===== src/logic/ivt_pkg.sv =====
// package of the interrupt vector and trap block: offsets, fields, codes
// assumes a 32-bit axi4-lite register bus and 8-bit node control fields
package ivt_pkg;

  // ==========================================================================
  // register offsets (byte addresses)
  localparam logic [11:0] IVT_REG_CFG       = 12'h000;
  localparam logic [11:0] IVT_REG_TFR       = 12'h004;
  localparam logic [11:0] IVT_REG_TMASK     = 12'h008;
  localparam logic [11:0] IVT_REG_STAT      = 12'h00c;
  localparam logic [11:0] IVT_REG_NODE_BASE = 12'h040;

  // ==========================================================================
  // field positions and reset values
  localparam int          IVT_CFG_SEG_LSB  = 0;
  localparam int          IVT_CFG_SC_LSB   = 8;
  localparam logic [7:0]  IVT_SEG_RST      = 8'h00;
  localparam logic [1:0]  IVT_SC_RST       = 2'h0;
  localparam logic [4:0]  IVT_SC_SHIFT_MIN = 5'h02;
  localparam int          IVT_NODE_EN_BIT  = 6;
  localparam int          IVT_NODE_REQ_BIT = 7;
  localparam logic [7:0]  IVT_TMASK_RST    = 8'h00;
  localparam logic [1:0]  IVT_RESP_OKAY    = 2'h0;
  localparam logic [1:0]  IVT_RESP_SLVERR  = 2'h2;

  // ==========================================================================
  // trap causes: bits 0..3 class a (bit 0 highest), bits 4..7 class b
  localparam int          IVT_TRAPS       = 8;
  localparam int          IVT_TRAPS_A     = 4;
  localparam logic [6:0]  IVT_TNUM_A0     = 7'h02;
  localparam logic [6:0]  IVT_TNUM_STEP_A = 7'h02;
  localparam logic [6:0]  IVT_TNUM_B      = 7'h0a;
  localparam logic [3:0]  IVT_TRAP_LVL    = 4'hf;

  // service class codes as seen by the cpu
  localparam logic [1:0]  IVT_CLS_INT = 2'h0;
  localparam logic [1:0]  IVT_CLS_B   = 2'h1;
  localparam logic [1:0]  IVT_CLS_A   = 2'h2;

  typedef enum logic [2:0] {
    SVC_INT = 3'b001,
    SVC_TB  = 3'b010,
    SVC_TA  = 3'b100
  } ivt_svc_t;

  typedef struct packed {
    logic       req;
    logic       en;
    logic [3:0] prio;
  } ivt_node_ctrl_t;

  typedef struct packed {
    logic        is_trap;
    logic [1:0]  cls;
    logic [3:0]  lvl;
    logic [6:0]  num;
    logic [23:0] addr;
  } ivt_cpu_req_t;

endpackage


===== src/logic/ivt_node.sv =====
// one interrupt node: request flag, enable flag, 4-bit priority
// assumes write strobe and data come from the register slave, same clock
`timescale 1ns/10ps
module ivt_node import ivt_pkg::*; (
  // clock and reset
  input  wire logic           clk_i,
  input  wire logic           srst_i,
  // register write
  input  wire logic           wr_i,
  input  wire logic [7:0]     wdata_i,
  // request set and clear
  input  wire logic           evt_i,
  input  wire logic           clr_i,
  // control state
  output ivt_node_ctrl_t      ctrl_o
);

  // ==========================================================================
  // control register
  always_ff @(posedge clk_i) begin
    if (srst_i) begin
      ctrl_o.en   <= 1'b0;
      ctrl_o.prio <= 4'h0;
    end else if (wr_i) begin
      ctrl_o.en   <= wdata_i[IVT_NODE_EN_BIT];   // [RULE_08]
      ctrl_o.prio <= wdata_i[3:0];               // [RULE_09]
    end
  end

  // a peripheral event beats a clear in the same cycle
  always_ff @(posedge clk_i) begin
    if (srst_i) begin
      ctrl_o.req <= 1'b0;
    end else if (evt_i) begin
      ctrl_o.req <= 1'b1;
    end else if (wr_i) begin
      ctrl_o.req <= wdata_i[IVT_NODE_REQ_BIT];   // [RULE_11]
    end else if (clr_i) begin
      ctrl_o.req <= 1'b0;
    end
  end
endmodule


===== src/logic/ivt_arb.sv =====
// priority finder over the node requests: highest level, lowest index
// assumes eligible flags already include request and enable
`timescale 1ns/10ps
module ivt_arb #(
  parameter int N  = 8,
  parameter int IW = 3
) (
  // candidates
  input  wire logic [N-1:0]      elig_i,
  input  wire logic [N-1:0][3:0] prio_i,
  // winner
  output logic                   valid_o,
  output logic [IW-1:0]          idx_o,
  output logic [3:0]             lvl_o
);

  // ==========================================================================
  // linear scan; strict compare keeps the lowest index on equal levels
  always_comb begin
    valid_o = 1'b0;
    idx_o   = '0;
    lvl_o   = 4'h0;
    for (int i = 0; i < N; i++) begin
      if (elig_i[i] && (!valid_o || prio_i[i] > lvl_o)) begin
        valid_o = 1'b1;
        idx_o   = IW'(i);
        lvl_o   = prio_i[i];
      end
    end
  end

endmodule


===== src/logic/ivt_top.sv =====
// interrupt vector generation and hardware trap arbitration
// assumes an axi4-lite master, same-clock event pulses and a cpu core
// that stacks the service class and level and hands them back on return
//
// Functional notes
// RULE_01: vectors lie in the segment chosen by vector_segment_select.
// RULE_02: vector_spacing_field sets the spacing; trap number times spacing.
// RULE_03: after reset the spacing is four bytes.
// RULE_04: a trap cause raises a non-maskable request to its own vector; the code gives the class b causes (bits 4..7) one shared vector.
// RULE_05: each trap sets its own bit in trap_flag_register.
// RULE_06: a trap waits only while a higher priority trap is in service; the code also holds it while a trap of its own class is in service.
// RULE_07: interrupts and transfers cannot pre-empt a running trap service.
// RULE_08: each node control register holds request, enable and priority.
// RULE_09: each node priority is programmable to one of sixteen levels.
// RULE_10: a running interrupt service is pre-empted only by higher priority.
// RULE_11: software writing a node request bit raises that node's request.
// RULE_12: trap flag bits stay set until software clears them.
`timescale 1ns/10ps
module ivt_top import ivt_pkg::*; #(
  parameter int         NODES          = 8,
  parameter logic [6:0] NODE_TRAP_BASE = 7'h10
) (
  // clock and reset
  input  wire logic              clk_i,
  input  wire logic              srst_i,
  // axi4-lite write
  input  wire logic [11:0]       s_axi_awaddr,
  input  wire logic              s_axi_awvalid,
  output logic                   s_axi_awready,
  input  wire logic [31:0]       s_axi_wdata,
  input  wire logic [3:0]        s_axi_wstrb,
  input  wire logic              s_axi_wvalid,
  output logic                   s_axi_wready,
  output logic [1:0]             s_axi_bresp,
  output logic                   s_axi_bvalid,
  input  wire logic              s_axi_bready,
  // axi4-lite read
  input  wire logic [11:0]       s_axi_araddr,
  input  wire logic              s_axi_arvalid,
  output logic                   s_axi_arready,
  output logic [31:0]            s_axi_rdata,
  output logic [1:0]             s_axi_rresp,
  output logic                   s_axi_rvalid,
  input  wire logic              s_axi_rready,
  // event sources
  input  wire logic [NODES-1:0]  periph_evt_i,
  input  wire logic [IVT_TRAPS-1:0] trap_evt_i,
  // cpu side
  output logic                   cpu_req_o,
  output ivt_cpu_req_t           cpu_req_info_o,
  input  wire logic              cpu_ack_i,
  input  wire logic              cpu_reti_i,
  input  wire logic [1:0]        cpu_ret_cls_i,
  input  wire logic [3:0]        cpu_ret_lvl_i,
  // interrupt
  output logic                   irq_o
);

  localparam int IW = (NODES > 1) ? $clog2(NODES) : 1;

  if (NODES < 1 || NODES > 32 || int'(NODE_TRAP_BASE) + NODES > 128) begin : g_bad
    $error("ivt_top: NODES or NODE_TRAP_BASE out of range");
  end

  // ==========================================================================
  // register state
  logic [7:0]            cfg_seg;
  logic [1:0]            cfg_sc;
  logic [IVT_TRAPS-1:0]  trap_flag_register;
  logic [IVT_TRAPS-1:0]  tmask;
  logic [IVT_TRAPS-1:0]  tfr_clr;
  logic [IVT_TRAPS-1:0]  trap_pend;
  ivt_svc_t              svc_cls;
  logic [3:0]            svc_lvl;
  logic [IVT_TRAPS-1:0]  sel_cause;
  logic [IW-1:0]         sel_idx;

  // ==========================================================================
  // axi write channel: address and data taken in either order
  logic        aw_held;
  logic        w_held;
  logic [11:0] aw_addr;
  logic [31:0] w_data;
  logic [3:0]  w_strb;
  logic        wr_fire;

  assign s_axi_awready = !aw_held && !s_axi_bvalid;
  assign s_axi_wready  = !w_held && !s_axi_bvalid;
  assign wr_fire       = aw_held && w_held;

  always_ff @(posedge clk_i) begin
    if (srst_i) begin
      aw_held <= 1'b0;
      w_held  <= 1'b0;
      aw_addr <= 12'h000;
      w_data  <= 32'h0000_0000;
      w_strb  <= 4'h0;
    end else if (wr_fire) begin
      aw_held <= 1'b0;
      w_held  <= 1'b0;
    end else begin
      if (s_axi_awvalid && s_axi_awready) begin
        aw_held <= 1'b1;
        aw_addr <= s_axi_awaddr;
      end
      if (s_axi_wvalid && s_axi_wready) begin
        w_held <= 1'b1;
        w_data <= s_axi_wdata;
        w_strb <= s_axi_wstrb;
      end
    end
  end

  function automatic logic is_node(input logic [11:0] a);
    return a[11:2] >= IVT_REG_NODE_BASE[11:2] &&
           a[11:2] < IVT_REG_NODE_BASE[11:2] + 10'(NODES);
  endfunction

  function automatic logic is_mapped(input logic [11:0] a);
    return a[1:0] == 2'h0 &&
           (a == IVT_REG_CFG || a == IVT_REG_TFR || a == IVT_REG_TMASK ||
            a == IVT_REG_STAT || is_node(a));
  endfunction

  logic wr_cfg;
  logic wr_tfr;
  logic wr_tmask;
  logic [9:0] wr_node_idx;

  assign wr_cfg      = wr_fire && aw_addr == IVT_REG_CFG;
  assign wr_tfr      = wr_fire && aw_addr == IVT_REG_TFR && w_strb[0];
  assign wr_tmask    = wr_fire && aw_addr == IVT_REG_TMASK && w_strb[0];
  assign wr_node_idx = aw_addr[11:2] - IVT_REG_NODE_BASE[11:2];
  assign tfr_clr     = wr_tfr ? w_data[IVT_TRAPS-1:0] : '0;

  always_ff @(posedge clk_i) begin
    if (srst_i) begin
      s_axi_bvalid <= 1'b0;
      s_axi_bresp  <= IVT_RESP_OKAY;
    end else if (wr_fire) begin
      s_axi_bvalid <= 1'b1;
      s_axi_bresp  <= is_mapped(aw_addr) ? IVT_RESP_OKAY : IVT_RESP_SLVERR;
    end else if (s_axi_bready) begin
      s_axi_bvalid <= 1'b0;
    end
  end

  // ==========================================================================
  // configuration, flag and mask registers
  always_ff @(posedge clk_i) begin
    if (srst_i) begin
      cfg_seg <= IVT_SEG_RST;
      cfg_sc  <= IVT_SC_RST;                                   // [RULE_03]
    end else if (wr_cfg) begin
      if (w_strb[0]) cfg_seg <= w_data[IVT_CFG_SEG_LSB +: 8];  // [RULE_01]
      if (w_strb[1]) cfg_sc  <= w_data[IVT_CFG_SC_LSB +: 2];   // [RULE_02]
    end
  end

  // a trap in the cycle of a clearing write keeps its flag
  always_ff @(posedge clk_i) begin
    if (srst_i) begin
      trap_flag_register <= '0;
    end else begin
      trap_flag_register <= (trap_flag_register & ~tfr_clr) | trap_evt_i;  // [RULE_05] [RULE_12]
    end
  end

  always_ff @(posedge clk_i) begin
    if (srst_i) begin
      tmask <= IVT_TMASK_RST;
    end else if (wr_tmask) begin
      tmask <= w_data[IVT_TRAPS-1:0];
    end
  end

  assign irq_o = |(trap_flag_register & tmask);

  // ==========================================================================
  // interrupt nodes and their arbiter
  ivt_node_ctrl_t [NODES-1:0] node;
  logic [NODES-1:0]           node_elig;
  logic [NODES-1:0][3:0]      node_prio;
  logic                       arb_valid;
  logic [IW-1:0]              arb_idx;
  logic [3:0]                 arb_lvl;
  logic                       ack;

  assign ack = cpu_req_o && cpu_ack_i;

  for (genvar i = 0; i < NODES; i++) begin : g_node
    ivt_node u_node (
      .clk_i   (clk_i),
      .srst_i  (srst_i),
      .wr_i    (wr_fire && w_strb[0] && aw_addr[1:0] == 2'h0 &&
                is_node(aw_addr) && wr_node_idx == 10'(i)),
      .wdata_i (w_data[7:0]),
      .evt_i   (periph_evt_i[i]),
      .clr_i   (ack && !cpu_req_info_o.is_trap && sel_idx == IW'(i)),
      .ctrl_o  (node[i])
    );
    assign node_elig[i] = node[i].req && node[i].en;
    assign node_prio[i] = node[i].prio;
  end

  ivt_arb #(
    .N  (NODES),
    .IW (IW)
  ) u_arb (
    .elig_i  (node_elig),
    .prio_i  (node_prio),
    .valid_o (arb_valid),
    .idx_o   (arb_idx),
    .lvl_o   (arb_lvl)
  );

  // ==========================================================================
  // trap pending: cleared when the cpu takes the trap, a new cause wins
  always_ff @(posedge clk_i) begin
    if (srst_i) begin
      trap_pend <= '0;
    end else if (ack && cpu_req_info_o.is_trap) begin
      trap_pend <= (trap_pend & ~sel_cause) | trap_evt_i;     // [RULE_04]
    end else begin
      trap_pend <= trap_pend | trap_evt_i;                    // [RULE_04]
    end
  end

  // ==========================================================================
  // selection of the next service
  logic                  cand_a;
  logic                  cand_b;
  logic [6:0]            num_a;
  logic [IVT_TRAPS-1:0]  cause_a;
  logic                  trap_ok;
  logic                  int_ok;
  logic                  sel_valid;
  ivt_cpu_req_t          next_info;
  logic [IVT_TRAPS-1:0]  next_cause;

  always_comb begin
    cand_a  = 1'b0;
    num_a   = IVT_TNUM_A0;
    cause_a = '0;
    for (int k = IVT_TRAPS_A - 1; k >= 0; k--) begin
      if (trap_pend[k]) begin
        cand_a  = 1'b1;
        num_a   = IVT_TNUM_A0 + 7'(k) * IVT_TNUM_STEP_A;
        cause_a = IVT_TRAPS'(1) << k;
      end
    end
  end

  assign cand_b  = |trap_pend[IVT_TRAPS-1:IVT_TRAPS_A];
  // class a waits for a class a service, class b for any trap service
  assign trap_ok = (cand_a && svc_cls != SVC_TA) ||
                   (cand_b && svc_cls == SVC_INT);                 // [RULE_06]
  assign int_ok  = svc_cls == SVC_INT && arb_valid &&  // [RULE_07]
                   arb_lvl > svc_lvl;                  // [RULE_10]
  assign sel_valid = trap_ok || int_ok;

  always_comb begin
    next_info  = '0;
    next_cause = '0;
    if (trap_ok) begin
      next_info.is_trap = 1'b1;
      next_info.lvl     = IVT_TRAP_LVL;
      if (cand_a && svc_cls != SVC_TA) begin
        next_info.cls = IVT_CLS_A;
        next_info.num = num_a;
        next_cause    = cause_a;
      end else begin
        // class b causes share one vector; the handler reads the flags
        next_info.cls = IVT_CLS_B;
        next_info.num = IVT_TNUM_B;
        next_cause    = {trap_pend[IVT_TRAPS-1:IVT_TRAPS_A], 4'h0};
      end
    end else begin
      next_info.cls = IVT_CLS_INT;
      next_info.lvl = arb_lvl;
      next_info.num = NODE_TRAP_BASE + 7'(arb_idx);
    end
    next_info.addr = {cfg_seg,  // [RULE_01] [RULE_02]
      16'(next_info.num) << (5'(cfg_sc) + IVT_SC_SHIFT_MIN)};
  end

  // request is dropped for one cycle after an accept so the cleared
  // source is not offered twice
  always_ff @(posedge clk_i) begin
    if (srst_i) begin
      cpu_req_o      <= 1'b0;
      cpu_req_info_o <= '0;
      sel_cause      <= '0;
      sel_idx        <= '0;
    end else begin
      cpu_req_o      <= sel_valid && !ack;  // [RULE_04]
      cpu_req_info_o <= next_info;
      sel_cause      <= next_cause;
      sel_idx        <= arb_idx;
    end
  end

  // ==========================================================================
  // service state: class and level of what the cpu runs now
  always_ff @(posedge clk_i) begin
    if (srst_i) begin
      svc_cls <= SVC_INT;
      svc_lvl <= 4'h0;
    end else if (ack) begin
      svc_lvl <= cpu_req_info_o.lvl;
      case (cpu_req_info_o.cls)
        IVT_CLS_A: svc_cls <= SVC_TA;
        IVT_CLS_B: svc_cls <= SVC_TB;
        default:   svc_cls <= SVC_INT;
      endcase
    end else if (cpu_reti_i) begin
      svc_lvl <= cpu_ret_lvl_i;
      case (cpu_ret_cls_i)
        IVT_CLS_A: svc_cls <= SVC_TA;
        IVT_CLS_B: svc_cls <= SVC_TB;
        default:   svc_cls <= SVC_INT;
      endcase
    end
  end

  // ==========================================================================
  // axi read channel
  logic [31:0] rd_mux;
  logic [9:0]  rd_node_idx;

  assign s_axi_arready = !s_axi_rvalid;
  assign rd_node_idx   = s_axi_araddr[11:2] - IVT_REG_NODE_BASE[11:2];

  always_comb begin
    rd_mux = 32'h0000_0000;
    if (s_axi_araddr == IVT_REG_CFG) begin
      rd_mux[IVT_CFG_SEG_LSB +: 8] = cfg_seg;
      rd_mux[IVT_CFG_SC_LSB +: 2]  = cfg_sc;
    end else if (s_axi_araddr == IVT_REG_TFR) begin
      rd_mux[IVT_TRAPS-1:0] = trap_flag_register;
    end else if (s_axi_araddr == IVT_REG_TMASK) begin
      rd_mux[IVT_TRAPS-1:0] = tmask;
    end else if (s_axi_araddr == IVT_REG_STAT) begin
      rd_mux = {8'h00, trap_pend, 1'b0, cpu_req_info_o.num, cpu_req_o,
                svc_cls, svc_lvl};
    end else if (s_axi_araddr[1:0] == 2'h0 && is_node(s_axi_araddr)) begin
      for (int i = 0; i < NODES; i++) begin
        if (rd_node_idx == 10'(i)) begin
          rd_mux[IVT_NODE_REQ_BIT] = node[i].req;
          rd_mux[IVT_NODE_EN_BIT]  = node[i].en;
          rd_mux[3:0]              = node[i].prio;
        end
      end
    end
  end

  always_ff @(posedge clk_i) begin
    if (srst_i) begin
      s_axi_rvalid <= 1'b0;
      s_axi_rdata  <= 32'h0000_0000;
      s_axi_rresp  <= IVT_RESP_OKAY;
    end else if (s_axi_arvalid && s_axi_arready) begin
      s_axi_rvalid <= 1'b1;
      s_axi_rdata  <= rd_mux;
      s_axi_rresp  <= is_mapped(s_axi_araddr) ? IVT_RESP_OKAY
                                              : IVT_RESP_SLVERR;
    end else if (s_axi_rready) begin
      s_axi_rvalid <= 1'b0;
    end
  end
endmodule


===== config.mk =====
export PLATFORM = sky130hd
export DESIGN_NAME = ivt_top
export DESIGN_NICKNAME = d
export VERILOG_FILES = /design/src/logic/ivt_pkg.sv /design/src/logic/ivt_node.sv /design/src/logic/ivt_arb.sv /design/src/logic/ivt_top.sv
export SDC_FILE = /design/constraint.sdc
export NUM_CORES = 1
export LEC_CHECK = 0
export ABC_AREA = 1
export BUFFER_PORTS_ARGS = -buffer_cell sky130_fd_sc_hd__buf_4
export CAP_MARGIN = 5
export CORE_MARGIN = 1
export CORE_UTILIZATION = 35
export DETAILED_ROUTE_END_ITERATION = 6
export PLACE_DENSITY_LB_ADDON = 0.3
export SKIP_CTS_REPAIR_TIMING = 1
export SKIP_LAST_GASP = 1
export SLEW_MARGIN = 20
export SYNTH_ARGS = -nofsm -noshare
export SYNTH_HDL_FRONTEND = slang
export SYNTH_SLANG_ARGS = --single-unit

===== constraint.sdc =====
create_clock -name clk_i -period 16.1 [get_ports clk_i]
set_input_delay 1.61 -clock clk_i [delete_from_list [all_inputs] [get_ports clk_i]]
set_output_delay 1.61 -clock clk_i [all_outputs]
set_load 0.1 [all_outputs]

==> results.yml <==
outcome:
  status: "completed"
critical_path:
  r2r_setup_slack_ps: 5190
  worstReg2RegEnd: "cpu_req_o"
  path_common_cell: "nand2_1"
  crit_type: "flop to flop"
  cp_max_fo: 12
  r2r_start: "g_node[0].u_node.ctrl_o[5]"
  critPathArrivalTime_ps: 11280
  reg2regPathDepth: 74
  cp-start-kind: "flop"
  max_stage_delay_ps: 420
  critPathSlowestCell: "or2_2"
  cp-end-kind: "flop"
  cp.required_ps: 16460
timing:
  setup-violations-final: 0
  hold_ws_ps: 456
  final.setup.worst_slack_ps: 5190
  rsz0062_at_grt: "no"
  skew_ps: 19.5
  hold_viol_final: 0
  relSlewSlack: 0.402
  drv_slew: 0
  worst_slew_pin_slew_ps: 895
  fin_tns_setup_ps: 0
  fin_crit_sh: 0.678
  fmax_mhz: 91.6
  period_needed_ps: 10910
floorplan:
  rows: 58
  initial_core_util: 0.361
  io_pins: 172
  core_mm2: 0.0255
  die_w_um: 164
  dieArea_mm2: 0.0269
  fp.dieH_um: 164
cells_and_area:
  drive_above_1_share: 0.140
  stdcell_area_mm2: 0.0109
  mostFrequentLayoutCells: "nand2_1, dfxtp_1, inv_1"
  fin_nets: 1532
  instances_no_fill: 1748
  syn_to_final_growth_pct: 18.8
  final_common_cell: "nand2_1"
  insertedDiodeCount: 0
hold_path:
  whs_path_depth: 2
  hold_end: "cpu_req_info_o[18]"
  hp-start: "cfg_seg[2]"
  hold_class: "flop to flop"
cts:
  root_buffer: "clkbuf_16"
  htreeDepth: 4
  cts_sinks: 184
  cts_tree: "built"
  clk_path_buf_depth: 2
  clk_pin_slew_ps: 80
  worst_skew_pair.late_latency_ps: 440
  cts-buffers-inserted: 17
logic_synthesis:
  ys.flop_type: "dfxtp_1"
  synth-async-reset-ratio: 0
  ys_warn_count: 0
  yosys-top-cells-area: "dfxtp_1, nand2_1, a21oi_1, o21ai_0, inv_1"
  yosysTopAreaCellShare: 0.401
  yosysUniqueCellTypes: 46
  syn_inst: 1301
  synth_area_mm2: 0.00919
  syn_avg_cell_area_um2: 7.06
  yosysTopAreaCell: "dfxtp_1"
  synth_seq_cells: 184
  synth-edff-count: 0
  seq_area_frac_synth: 0.401
global_routing:
  grt_max_degree: 72
  antenna_found_initial: 0
  globalRouteOverflowTotal: 0
  grt_pass1_vias: 7810
  grt.total_usage: 0.203
  grt_pass1_wl_mm: 42.0
detailed_routing:
  viasPerCell: 4.93
  drc: 0
  vias: 8616
  final_antenna_net_count: 0
  wl_mm: 26.8
  drt-initial-drc-count: 680
  first_pass_iters: 5
  routedWlPerCell_um: 15.4
pwr:
  worst_ir_drop_vdd_mv: 0.0588
  power.density_mw_per_mm2: 99.8
  leakagePower_uw: 0.00499
placed_design:
  dp.cells: 1716
  port_buffers: 128
  dp_hpwl_mm: 20.2
  dpl-instance-area_mm2: 0.0103
  place_ws_ps: 5450
  routabilityCongestion: 0.949
run:
  drv_cap: 0
## layout make-up
type | instances | area (um2)
clock buffer | 17 | 425
clock inverter | 15 | 183
fill | 2610 | 14600
inverter | 176 | 661
multi-input combinational | 897 | 4580
sequential | 184 | 3680
tap | 330 | 413
timing repair buffer | 129 | 968
## stage by stage
| stage | utilization | total power, uW |
|---|---|---|
| after floorplan | - | 617 |
| after global placement | 0.405 | 659 |
| after detailed placement | 0.405 | 660 |
| after CTS | 0.429 | 1100 |
| after global routing | 0.429 | 1130 |
| final | 0.429 | 1090 |
## cells in the mapped netlist (all sizes together), types with 8 or more instances
library cell and count:
o2111ai 9, dfxtp 184, or2 10, buf 39, ha 36, nand2 228
nor3 15, nand4 27, o31ai 12, and2 15, nand3 81, o21ai 138
clkbuf 27, inv 168, a21oi 157, nor2 123, clkinv 8
## worst max-delay path by stage
stage / from / end / slack [ps] / depth (start not counted)
3_5_place_dp: g_node[0].u_node.ctrl_o[5] / cpu_req_o / 5450 / 73
2_1_floorplan: g_node[0].u_node.ctrl_o[4] / cpu_req_o / 7060 / 75
3_3_place_gp: g_node[0].u_node.ctrl_o[5] / cpu_req_o / 5510 / 74
5_1_grt: g_node[0].u_node.ctrl_o[5] / cpu_req_o / 4220 / 75
6_report: g_node[0].u_node.ctrl_o[5] / cpu_req_o / 5190 / 74
4_1_cts: g_node[0].u_node.ctrl_o[5] / cpu_req_o / 5380 / 74
## registers in the layout (all words and copies together) (netlist names), 2 cells and up
| register | cells |
|---|---|
| tmask | 8 |
| trap_flag_register | 8 |
| aw_addr | 12 |
| sel_cause | 8 |
| cfg_seg | 8 |
| cpu_req_info_o | 32 |
| g_node.u_node.ctrl_o | 48 |
| s_axi_rdata | 21 |
| svc_cls | 3 |
| cfg_sc | 2 |
| w_data | 10 |
| w_strb | 2 |
| sel_idx | 3 |
| trap_pend | 8 |
| svc_lvl | 4 |
## metal layers
| metal | GRT usage | vias to the layer above | routed length [um] |
|---|---|---|---|
| li1 | - | 4468 | - |
| met1 | 0.283 | 3895 | 12800 |
| met2 | 0.310 | 227 | 11900 |
| met3 | 0.0457 | 26 | 1700 |
| met4 | 0.0581 | 0 | 450 |
| met5 | 0 | - | 0 |
## where the power goes
group / switching, uW / internal, uW
combinational: 124 / 37.1
clock: 202 / 236
sequential: 15.7 / 473
## worst max-delay path: cells and delay by family, from the launching register on
kind	cells	cell delay, ps
AND/OR/NAND/NOR	40	5170
adder cells (fa/ha/maj)	8	2170
flip-flops	1	370
AO/OA/AOI/OAI	19	2230
buffers and inverters	7	860
## cell families (layout without fill, tap and decap cells)
logic type                 count (synthesis)  in the layout  synth area share
AOI/OAI and AO/OA                        333            333             0.195
other                                      1             23          0.000408
and+or+nand+nor                          504            504             0.244
adders and majority gates                 36             36            0.0490
buffers and inverters                    242            337             0.109
xor gates and xnor gates                   1              1          0.000953
DFF                                      184            184             0.401
Power figures use the tool's default switching activity.
